### config.mk
export PLATFORM = sky130hd
export DESIGN_NAME = sdid_top
export DESIGN_NICKNAME = d
export VERILOG_FILES = /design/src/sdid_pkg.sv /design/src/sdid_sync.sv /design/src/sdid_top.sv
export SDC_FILE = /design/constraint.sdc
export NUM_CORES = 1
export LEC_CHECK = 0
export ABC_AREA = 1
export ABC_CLOCK_PERIOD_IN_PS = 4200
export BUFFER_PORTS_ARGS = -buffer_cell sky130_fd_sc_hd__buf_2
export CAP_MARGIN = 10
export CORE_UTILIZATION = 55
export DETAILED_ROUTE_END_ITERATION = 7
export PLACE_DENSITY = 0.91
export SYNTH_ARGS = -nofsm -noshare
export SYNTH_HDL_FRONTEND = slang
export SYNTH_SLANG_ARGS = --single-unit
### constraint.sdc
create_clock -name aclk -period 4.2 [get_ports aclk]
set_input_delay 0.84 -clock aclk [delete_from_list [all_inputs] [get_ports aclk]]
set_output_delay 0.84 -clock aclk [all_outputs]
set_load 0.02 [all_outputs]
### src/sdid_pkg.sv
package sdid_pkg;
    // bus geometry
    localparam int          AXI_ADDR_W     = 32;
    localparam int          AXI_DATA_W     = 32;
    localparam logic [1:0]  RESP_OKAY      = 2'h0;
    localparam logic [1:0]  RESP_SLVERR    = 2'h2;

    // register byte offsets
    localparam logic [31:0] CTRL_OFFSET    = 32'h0000_0000;
    localparam logic [31:0] STATUS_OFFSET  = 32'h0000_0004;
    localparam logic [31:0] POS_OFFSET     = 32'h0000_0008;

    // register index, decoded from the whole word address (bits 31:2)
    typedef enum logic [1:0] {
        SDID_REG_CTRL   = 2'h0,
        SDID_REG_STATUS = 2'h1,
        SDID_REG_POS    = 2'h2,
        SDID_REG_NONE   = 2'h3
    } sdid_reg_t;

    // control field positions
    localparam int          CTRL_W         = 5;
    localparam int          CTRL_TWO_STROBE = 0; // 0 step/direction, 1 two-strobe
    localparam int          CTRL_STEP_INV  = 1; // falling edge / active-low forward strobe
    localparam int          CTRL_REV_INV   = 2; // inverts rotation-sense / reverse request
    localparam int          CTRL_SOURCING  = 3; // sourcing or differential input wiring
    localparam int          CTRL_EN_WIRED  = 4; // enable line is connected
    localparam logic [4:0]  CTRL_RESET     = 5'h00;

    // status field positions
    localparam int          ST_DRIVE_ON    = 0;
    localparam int          ST_DIR         = 1;
    localparam int          ST_STEP_LVL    = 2;
    localparam int          ST_REV_LVL     = 3;
    localparam int          ST_EN_LVL      = 4;

    // input index in the synchroniser
    localparam int          IN_STEP        = 0;
    localparam int          IN_REV         = 1;
    localparam int          IN_EN          = 2;
    localparam int          IN_W           = 3;

    // timing the controller must honour, checked nowhere in hardware
    localparam int          CLK_PERIOD_PS  = 4000;
    localparam int          STROBE_MIN_PS  = 2500000;
    localparam int          DIR_SETUP_PS   = 5000000;
    localparam int          EN_SETUP_PS    = 5000000;
    localparam int          STROBE_MIN_CYC = (STROBE_MIN_PS + CLK_PERIOD_PS - 1) / CLK_PERIOD_PS;
    localparam int          DIR_SETUP_CYC  = (DIR_SETUP_PS + CLK_PERIOD_PS - 1) / CLK_PERIOD_PS;
    localparam int          EN_SETUP_CYC   = (EN_SETUP_PS + CLK_PERIOD_PS - 1) / CLK_PERIOD_PS;
endpackage

### src/sdid_sync.sv
module sdid_sync
    import sdid_pkg::*;
#(
    parameter int W = IN_W
)(
    input  wire logic         aclk,
    input  wire logic         aresetn,
    input  wire logic [W-1:0] d,
    output logic      [W-1:0] q
);
    logic [W-1:0] meta_r;

    // two flops per isolated input; only the second stage is ever looked at
    genvar gi;
    generate
        for (gi = 0; gi < W; gi++)
        begin : g_bit
            always_ff @(posedge aclk)
            begin
                if (!aresetn)
                begin
                    meta_r[gi] <= 1'b0;
                    q[gi]      <= 1'b0;
                end
                else
                begin
                    meta_r[gi] <= d[gi];
                    q[gi]      <= meta_r[gi];
                end
            end
        end
    endgenerate
endmodule

### src/sdid_top.sv
// Function
// - step/direction mode counts one step per selected step strobe edge.
// - two-strobe mode uses step strobe as forward request, level polarity selectable.
// - step/direction mode takes rotation-sense level as direction for following steps.
// - two-strobe mode uses rotation-sense as reverse request, polarity selectable.
// - drive runs at enabling level; high for sinking, inverted for sourcing.
// - unconnected enable line means drive enabled.
// - reset gives step/direction mode, rising edge for sinking, opposite for sourcing.
//
// The AXI4-Lite interface to the registers and the register addresses were chosen for this implementation.
module sdid_top
    import sdid_pkg::*;
(
    input  wire logic                  aclk,
    input  wire logic                  aresetn,
    input  wire logic [AXI_ADDR_W-1:0] awaddr,
    input  wire logic                  awvalid,
    output logic                       awready,
    input  wire logic [AXI_DATA_W-1:0] wdata,
    input  wire logic [3:0]            wstrb,
    input  wire logic                  wvalid,
    output logic                       wready,
    output logic [1:0]                 bresp,
    output logic                       bvalid,
    input  wire logic                  bready,
    input  wire logic [AXI_ADDR_W-1:0] araddr,
    input  wire logic                  arvalid,
    output logic                       arready,
    output logic [AXI_DATA_W-1:0]      rdata,
    output logic [1:0]                 rresp,
    output logic                       rvalid,
    input  wire logic                  rready,
    input  wire logic                  step_strobe_in,
    input  wire logic                  rotation_sense_in,
    input  wire logic                  drive_enable_in,
    output logic                       step_pulse_r,
    output logic                       step_dir_r,
    output logic                       drive_on_r
);
    // address decode shared by the read and write paths
    function automatic sdid_reg_t reg_decode(input logic [AXI_ADDR_W-1:0] a);
        logic [AXI_ADDR_W-1:0] base;
        base = {a[AXI_ADDR_W-1:2], 2'h0};
        if (base == CTRL_OFFSET)
            reg_decode = SDID_REG_CTRL;
        else if (base == STATUS_OFFSET)
            reg_decode = SDID_REG_STATUS;
        else if (base == POS_OFFSET)
            reg_decode = SDID_REG_POS;
        else
            reg_decode = SDID_REG_NONE;
    endfunction

    logic [CTRL_W-1:0]     ctrl_r;
    logic [IN_W-1:0]       in_s;
    logic                  fwd_prev_r;
    logic                  rev_prev_r;
    logic                  fwd_act;
    logic                  rev_act;
    logic                  fwd_rise;
    logic                  rev_rise;
    logic                  step_ev;
    logic                  dir_nxt;
    logic                  drive_on_nxt;
    logic [31:0]           pos_r;
    logic [AXI_ADDR_W-1:0] awaddr_r;
    logic [AXI_DATA_W-1:0] wdata_r;
    logic [3:0]            wstrb_r;
    logic                  aw_held_r;
    logic                  w_held_r;
    logic                  wr_go;
    sdid_reg_t             wr_idx;
    logic [AXI_DATA_W-1:0] rd_mux;
    logic [1:0]            rd_resp;

    sdid_sync #(.W(IN_W)) u_sync (
        .aclk    (aclk),
        .aresetn (aresetn),
        .d       ({drive_enable_in, rotation_sense_in, step_strobe_in}),
        .q       (in_s)
    );

    // sourcing wiring flips every sense, so the reset default edge flips with it
    always_comb
    begin
        fwd_act  = in_s[IN_STEP] ^ ctrl_r[CTRL_STEP_INV] ^ ctrl_r[CTRL_SOURCING];
        rev_act  = in_s[IN_REV] ^ ctrl_r[CTRL_REV_INV] ^ ctrl_r[CTRL_SOURCING];
        fwd_rise = fwd_act & ~fwd_prev_r;
        rev_rise = rev_act & ~rev_prev_r;
        // an unwired enable reads as enabled
        if (ctrl_r[CTRL_EN_WIRED])
            drive_on_nxt = in_s[IN_EN] ^ ctrl_r[CTRL_SOURCING];
        else
            drive_on_nxt = 1'b1;
    end

    // step decode; simultaneous forward and reverse requests cancel out
    always_comb
    begin
        step_ev = 1'b0;
        dir_nxt = step_dir_r;
        if (drive_on_r)
        begin
            if (!ctrl_r[CTRL_TWO_STROBE])
            begin
                dir_nxt = rev_act;
                step_ev = fwd_rise;
            end
            else if (fwd_rise ^ rev_rise)
            begin
                step_ev = 1'b1;
                dir_nxt = rev_rise;
            end
        end
    end

    // edge history is kept even while disabled so enabling never fakes an edge
    always_ff @(posedge aclk)
    begin
        if (!aresetn)
        begin
            fwd_prev_r <= 1'b0;
            rev_prev_r <= 1'b0;
        end
        else
        begin
            fwd_prev_r <= fwd_act;
            rev_prev_r <= rev_act;
        end
    end

    // step outputs and position; 1 on the direction output means reverse
    always_ff @(posedge aclk)
    begin
        if (!aresetn)
        begin
            step_pulse_r <= 1'b0;
            step_dir_r   <= 1'b0;
            pos_r        <= 32'h0000_0000;
            drive_on_r   <= 1'b1;
        end
        else
        begin
            step_pulse_r <= step_ev;
            step_dir_r   <= dir_nxt;
            drive_on_r   <= drive_on_nxt;
            if (step_ev)
                pos_r <= dir_nxt ? pos_r - 32'h0000_0001 : pos_r + 32'h0000_0001;
        end
    end

    // write channel: address and data taken in either order, answered once both are held
    assign wr_go  = aw_held_r & w_held_r & ~bvalid;
    assign wr_idx = reg_decode(awaddr_r);

    always_ff @(posedge aclk)
    begin
        if (!aresetn)
        begin
            awready   <= 1'b1;
            wready    <= 1'b1;
            bvalid    <= 1'b0;
            bresp     <= RESP_OKAY;
            aw_held_r <= 1'b0;
            w_held_r  <= 1'b0;
            awaddr_r  <= 32'h0000_0000;
            wdata_r   <= 32'h0000_0000;
            wstrb_r   <= 4'h0;
        end
        else
        begin
            if (awvalid && awready)
            begin
                awaddr_r  <= awaddr;
                aw_held_r <= 1'b1;
                awready   <= 1'b0;
            end
            if (wvalid && wready)
            begin
                wdata_r  <= wdata;
                wstrb_r  <= wstrb;
                w_held_r <= 1'b1;
                wready   <= 1'b0;
            end
            if (wr_go)
            begin
                aw_held_r <= 1'b0;
                w_held_r  <= 1'b0;
                bvalid    <= 1'b1;
                bresp     <= (wr_idx == SDID_REG_CTRL) ? RESP_OKAY : RESP_SLVERR;
            end
            if (bvalid && bready)
            begin
                bvalid  <= 1'b0;
                awready <= 1'b1;
                wready  <= 1'b1;
            end
        end
    end

    // only the low byte of control is writable; status and position are read-only
    always_ff @(posedge aclk)
    begin
        if (!aresetn)
            ctrl_r <= CTRL_RESET;
        else if (wr_go && wr_idx == SDID_REG_CTRL && wstrb_r[0])
            ctrl_r <= wdata_r[CTRL_W-1:0];
    end

    // read data mux; unmapped reads return zero with an error
    always_comb
    begin
        rd_mux  = 32'h0000_0000;
        rd_resp = RESP_OKAY;
        case (reg_decode(araddr))
            SDID_REG_CTRL:   rd_mux[CTRL_W-1:0] = ctrl_r;
            SDID_REG_STATUS:
            begin
                rd_mux[ST_DRIVE_ON] = drive_on_r;
                rd_mux[ST_DIR]      = step_dir_r;
                rd_mux[ST_STEP_LVL] = in_s[IN_STEP];
                rd_mux[ST_REV_LVL]  = in_s[IN_REV];
                rd_mux[ST_EN_LVL]   = in_s[IN_EN];
            end
            SDID_REG_POS:    rd_mux = pos_r;
            default:         rd_resp = RESP_SLVERR;
        endcase
    end

    // read channel: one read outstanding, data captured at the address handshake
    always_ff @(posedge aclk)
    begin
        if (!aresetn)
        begin
            arready <= 1'b1;
            rvalid  <= 1'b0;
            rdata   <= 32'h0000_0000;
            rresp   <= RESP_OKAY;
        end
        else
        begin
            if (arvalid && arready)
            begin
                arready <= 1'b0;
                rvalid  <= 1'b1;
                rdata   <= rd_mux;
                rresp   <= rd_resp;
            end
            if (rvalid && rready)
            begin
                rvalid  <= 1'b0;
                arready <= 1'b1;
            end
        end
    end
endmodule

After elaboration in Yosys (flattened, before gate mapping):

Index checks and enable logic that the tools add are counted.

* bits of input ports: 110
* flip-flop bits (word level): 129

* equality and inequality tests: 6
* muxes and demuxes: 17
* bitwise logic cells: 14
* add/sub/neg operators: 2
* reductions and logical operators: 16

Operators with widths (count)
* == test 30 x 1 -> 1 bit (second input constant): 2
* == test 30 x 2 -> 1 bit (second input constant): 2
* logical NOT 30 bit: 2
* adder 32 x 1 -> 32 bit (second input constant): 1
* 2-to-1 mux 32 bit: 1
* subtractor 32 x 1 -> 32 bit (second input constant): 1
* 2-to-1 mux 27 bit: 1
* one-hot mux 5 bit (3 select lines): 1
* 2-to-1 mux 2 bit: 6
* 2-to-1 mux 1 bit: 8
* logical AND 1 bit: 7
* OR reduction 2 bit: 3
* bitwise XOR 1 bit: 6
* AND 1 bit: 4
* logical NOT 2 bit: 2
* NOT 1 bit: 4
* OR reduction 3 bit: 1
* == test 2 x 1 -> 1 bit (second input constant): 1
* == test 2 bit (second input constant): 1
* AND reduction 2 bit: 1

Longest topological paths before layout:

* depth in word-level cells: 8
* depth in mapped cells: 26
* depth with buffers taken out: 26

Hierarchy:

From an unflattened synthesis, not the netlist that was laid out.

* cells, all modules: 948
* area total of the unflattened synthesis: 6667.6 um^2

By module, submodules not included
* sdid_top: seq. area each 2382.3 um^2, cells an instance 930, times used 1, area each 6502.5 um^2
* sdid_sync: seq. area each 120.1 um^2, cells an instance 18, times used 1, area each 165.2 um^2

Least setup slack after synthesis:

No wires, ideal clock.

* kind: reg-to-reg
* from: register ctrl_r[3]
* to: register pos_r[17]
* setup time: 0.120 ns
* arrival: 3.107 ns
* cell stages (with the launch flop): 18
* slack: 0.973 ns
* required time: 4.080 ns
* path through: dfxtp_1 inv_2 nand2_2 nand3_1 nand2_2 nor2_2 a21oi_2 nand2_1 nand2_1 nand2_1 ha_1 or2_1 and2_1 a21oi_2 o21ai_2 a21oi_1 xor2_1 a21oi_1

* longest elaborated chain between the ends: 7

RTL lines
* start, declared: line sdid_top.sv:54 `logic [CTRL_W-1:0] ctrl_r;`
* start signal, assigned: line sdid_top.sv:207 `ctrl_r <= wdata_r[CTRL_W-1:0];`
* bitwise XOR 1 bit (on tied branches): line sdid_top.sv:86, sdid_top.sv:87
* AND 1 bit (on tied branches): line sdid_top.sv:88, sdid_top.sv:89
* bitwise XOR 1 bit: line sdid_top.sv:109 `else if (fwd_rise ^ rev_rise)`
* 2-to-1 mux 1 bit: line sdid_top.sv:109
* 2-to-1 mux 1 bit (*): line sdid_top.sv:104 `if (!ctrl_r[CTRL_TWO_STROBE])`
* 2-to-1 mux 1 bit (*): line sdid_top.sv:102 `if (drive_on_r)`
* named net dir_nxt: line sdid_top.sv:63 `logic dir_nxt;`
* 2-to-1 mux 32 bit (*): line sdid_top.sv:148 `pos_r <= dir_nxt ? pos_r - 32'h0000_0001 : pos_r + 32'h0000_0001;`
* end signal, assigned: line sdid_top.sv:148
* end, declared: line sdid_top.sv:65 `logic [31:0] pos_r;`

The timed path passes the listed nets; every way through them passes the cells marked *.
A chain may end at the register's enable or synchronous reset.

Worst setup path in the final report:

* from: register ctrl_r[1]
* to: register pos_r[30]

* longest elaborated chain between the ends: 8

RTL lines
* bitwise XOR 1 bit (2 in series): line sdid_top.sv:86 `fwd_act = in_s[IN_STEP] ^ ctrl_r[CTRL_STEP_INV] ^ ctrl_r[CTRL_SOURCING];`
* AND 1 bit: line sdid_top.sv:88 `fwd_rise = fwd_act & ~fwd_prev_r;`
* bitwise XOR 1 bit: line sdid_top.sv:109
* 2-to-1 mux 1 bit: line sdid_top.sv:109
* 2-to-1 mux 1 bit: line sdid_top.sv:104
* 2-to-1 mux 1 bit: line sdid_top.sv:102
* named net dir_nxt: line sdid_top.sv:63
* 2-to-1 mux 32 bit: line sdid_top.sv:148

The timed path passes the listed nets, and every way through them passes these cells.

==> results.md <==
- Static leakage: 3.60 nW
- Site row count: 40
- Met3 GRT Util: 0.0805
- Most Frequent Cell on Critical Path: nand2_1
- CP bufs+invs: 4
- Post-synth EDFFs: 0
- PortBufs: 117
- Hold path cells: 2
- Area of the multi-input gates: 3720 µm²
- Drt via density: 5.38
- Reg-to-reg slack, setup: 0.83 ns
- CTS tree: done
- Mapped cell area: 6730 µm²
- WHS Endpoint: u_sync.q[2]
- Worst reg2reg endpoint: pos_r[30]
- Fin area: 7950 µm²
- Die H: 113 µm
- Global-route usage over all layers: 0.274
- CTS Sinks: 125
- Post-CTS setup buffer count: 0
- Crit Path Category: reg -> reg
- Hold Path Class: reg -> reg
- Largest cells by area after synthesis: dfxtp_1 (37%), nand2_1 (10%), nor2_1 (7.6%)
- Met1 GRT Util: 0.313
- Placement Cell Area: 7350 µm²
- RSZ-0062 raised after global routing: false
- H-tree Lvls: 4
- DIE WIDTH: 113 µm
- Via Count: 6554
- ANT cells: 0
- DRT antenna net count: 0
- Storage element area: 2500 µm²
- Area leader, netlist: dfxtp_1
- Sequential share of the synthesized area: 0.372
- CP Cell Sequence: inv_1 -> nand2_1 -> nand3_1 -> nand3b_4 -> inv_1 -> nand2_1 -> nand2_1 -> nand2_1 -> nand2_1 -> nand2_1 -> buf_4 -> inv_1 -> fa_1 -> nor3_1 -> nor2_1 -> o21ai_1 -> nand3_1 -> nand2_1 -> xor2_1 -> a21oi_1
- Final setup TNS: 0 ns
- Post-DP HPWL: 11900 µm
- Delay-heaviest family, CP: simple AND/OR/NAND/NOR gates
- Root Driver: clkbuf_16
- I/O Pins: 154
- Post-CTS sizing: 0
- Slew Limit Fails: 0
- Initial core utilization: 0.563
- Maximum operating frequency: 296 MHz
- # hold bufs at CTS: 0
- Yosys Warn Count: 0
- Cells after Synth: 950
- Syn-to-layout area delta: 18.0%
- Outcome: finished, final reports clean
- Reg2reg start: ctrl_r[1]
- #FFs+latches synth: 125
- First-pass GRT wire length: 27600 µm
- Peak VDD IR: 0.000398 V
- Power Density: 387 nW/µm²
- Required @ worst endpoint: 4.50 ns
- CTS buffer count: 17
- Main flop type after synthesis: dfxtp_1
- Clock skew: 0.0103 ns
- Part of the cycle the worst path needs: 0.803
- DRT iter0 DRCs: 344
- Top cells by count, synth: nand2_1 (180), nor2_1 (137), dfxtp_1 (125), a21oi_1 (100)
- # DRC: 0
- Synthesized area per cell: 7.09 µm²
- Vias in the first global route: 6230
- Grt peak-use layer: met2
- Worst-path fanout max: 17
- GR Layer Usage met2: 0.476
- Drt wl/cell: 13.5 µm
- Top-count cell post-synth: nand2_1
- Worst Tran Pin Value: 0.819 ns
- FF-to-FF path depth: 20
- Final hold violation count: 0
- CP Capture Type: flip-flop
- Total grt overflow: 0
- Share of cells above drive strength 1: 0.181
- First-pass detailed-route iteration total: 6
- Die Area: 12700 µm²
- Slowest cell delay on critical path: 0.46 ns
- Core Region: 12000 µm²
- Crit. path cell count: 20
- Setup violations, final: 0
- Routed Wire Length: 16400 µm
- Post-synth cell types: 47
- Largest net degree at the start of global routing: 70
- Share of the synthesized area in the top cell type: 0.372
- CTS clock-pin slew for the worst setup and hold paths: 0.06 ns
- Max_slew headroom: 0.453
- Arrival time worst endpoint: 3.68 ns
- Worst skew pair latency: 0.43 ns
- Fillers: 1048
- Fin crit period: 3.37 ns
- Kind of start point of the critical path: flip-flop
- Hold Path Origin: u_sync.meta_r[2]
- GPL Wtd Cong: 1.00
- Async SR Flop Fraction: 0
- Clock Path Buffers: 2
- Final net count: 1200
- Critical path's slowest cell: fa_1
- Number of max-cap violations: 0
- Antenna violations before repair: 0
-- cell families after synthesis --
family,Yosys count,synth area share
other cells,1,0.000557
flops,125,0.372
xor+xnor,22,0.0286
fa+ha+maj,31,0.0587
simple gates,444,0.287
buf+inv,114,0.0764
compound gates,213,0.177
-- state kept, by name (all words and copies together) (netlist names), 3 cells and up --
name,flops
awaddr_r,30
u_sync.q,3
pos_r,32
wdata_r,5
rdata,32
ctrl_r,5
u_sync.meta_r,3
-- layer usage --
metal | part of all wire | up-vias | wire length, µm
met4 | 0.023 | 0 | 378
li1 | - | 3380 | -
met1 | 0.43 | 2963 | 7110
met5 | 0 | - | 0
met3 | 0.063 | 33 | 1040
met2 | 0.48 | 178 | 7920
-- layout by cell type (no fill, tap or decap), types with 4 or more instances in the layout --
master / n
inv_1: 74
dfxtp_1: 125
xnor2_1: 13
clkinv_4: 5
nor4_1: 10
xor2_1: 9
nand3_1: 74
a21oi_1: 100
inv_6: 5
o21ai_0: 74
buf_4: 7
nor3_2: 4
nand2_2: 9
o21ai_1: 7
o21bai_1: 8
nor2_2: 7
nand2_1: 180
buf_2: 117
ha_1: 30
nor3_1: 10
nor2_1: 137
a211oi_2: 8
nand4_1: 4
clkbuf_16: 17
-- metrics by stage --
| stage | util | hold slack (ns) | total power [W] | setup WS, ns | std cells |
|---|---|---|---|---|---|
| floorplan | - | 0.390 | 0.00153 | 0.973 | 951 |
| global placement | 0.615 | 0.396 | 0.00161 | 0.996 | 1187 |
| detailed placement | 0.615 | 0.403 | 0.00163 | 0.907 | 1187 |
| CTS | 0.664 | 0.418 | 0.00309 | 0.883 | 1219 |
| global route | 0.664 | 0.436 | 0.00320 | 0.435 | 1219 |
| finish | 0.664 | 0.414 | 0.00308 | 0.826 | 1219 |
-- worst max path at each step --
stage                    from   endpoint  slack (ns)
floorplan           ctrl_r[3]  pos_r[17]        0.97
CTS                 ctrl_r[1]  pos_r[30]        0.88
detailed placement  ctrl_r[1]  pos_r[24]        0.91
finish              ctrl_r[1]  pos_r[30]        0.83
global placement    ctrl_r[1]  pos_r[24]         1.0
global route        ctrl_r[1]  pos_r[24]        0.43
-- tightest hold or removal path: cells and delay by family (launching register included) --
family	cells	cell delay [ns]
DFF	1	0.31
buffers and inverters	1	0.04
and+or+nand+nor	1	0.05
-- area by class of cell --
| type | count | share of cell area |
|---|---|---|
| clock buffer | 19 | 0.0557 |
| sequential | 125 | 0.315 |
| clock inverter | 13 | 0.0194 |
| tap | 147 | 0.0231 |
| timing repair buffer | 124 | 0.0803 |
| multi-input combinational | 712 | 0.468 |
| inverter | 79 | 0.0386 |
-- report_power, final --
group	total [W]	internal [W]	switching [W]
clock network	0.00148	0.000901	0.000574
logic	0.000326	0.000121	0.000205
registers	0.00128	0.00124	0.0000354
No activity file was read; power rests on OpenSTA's default activity.
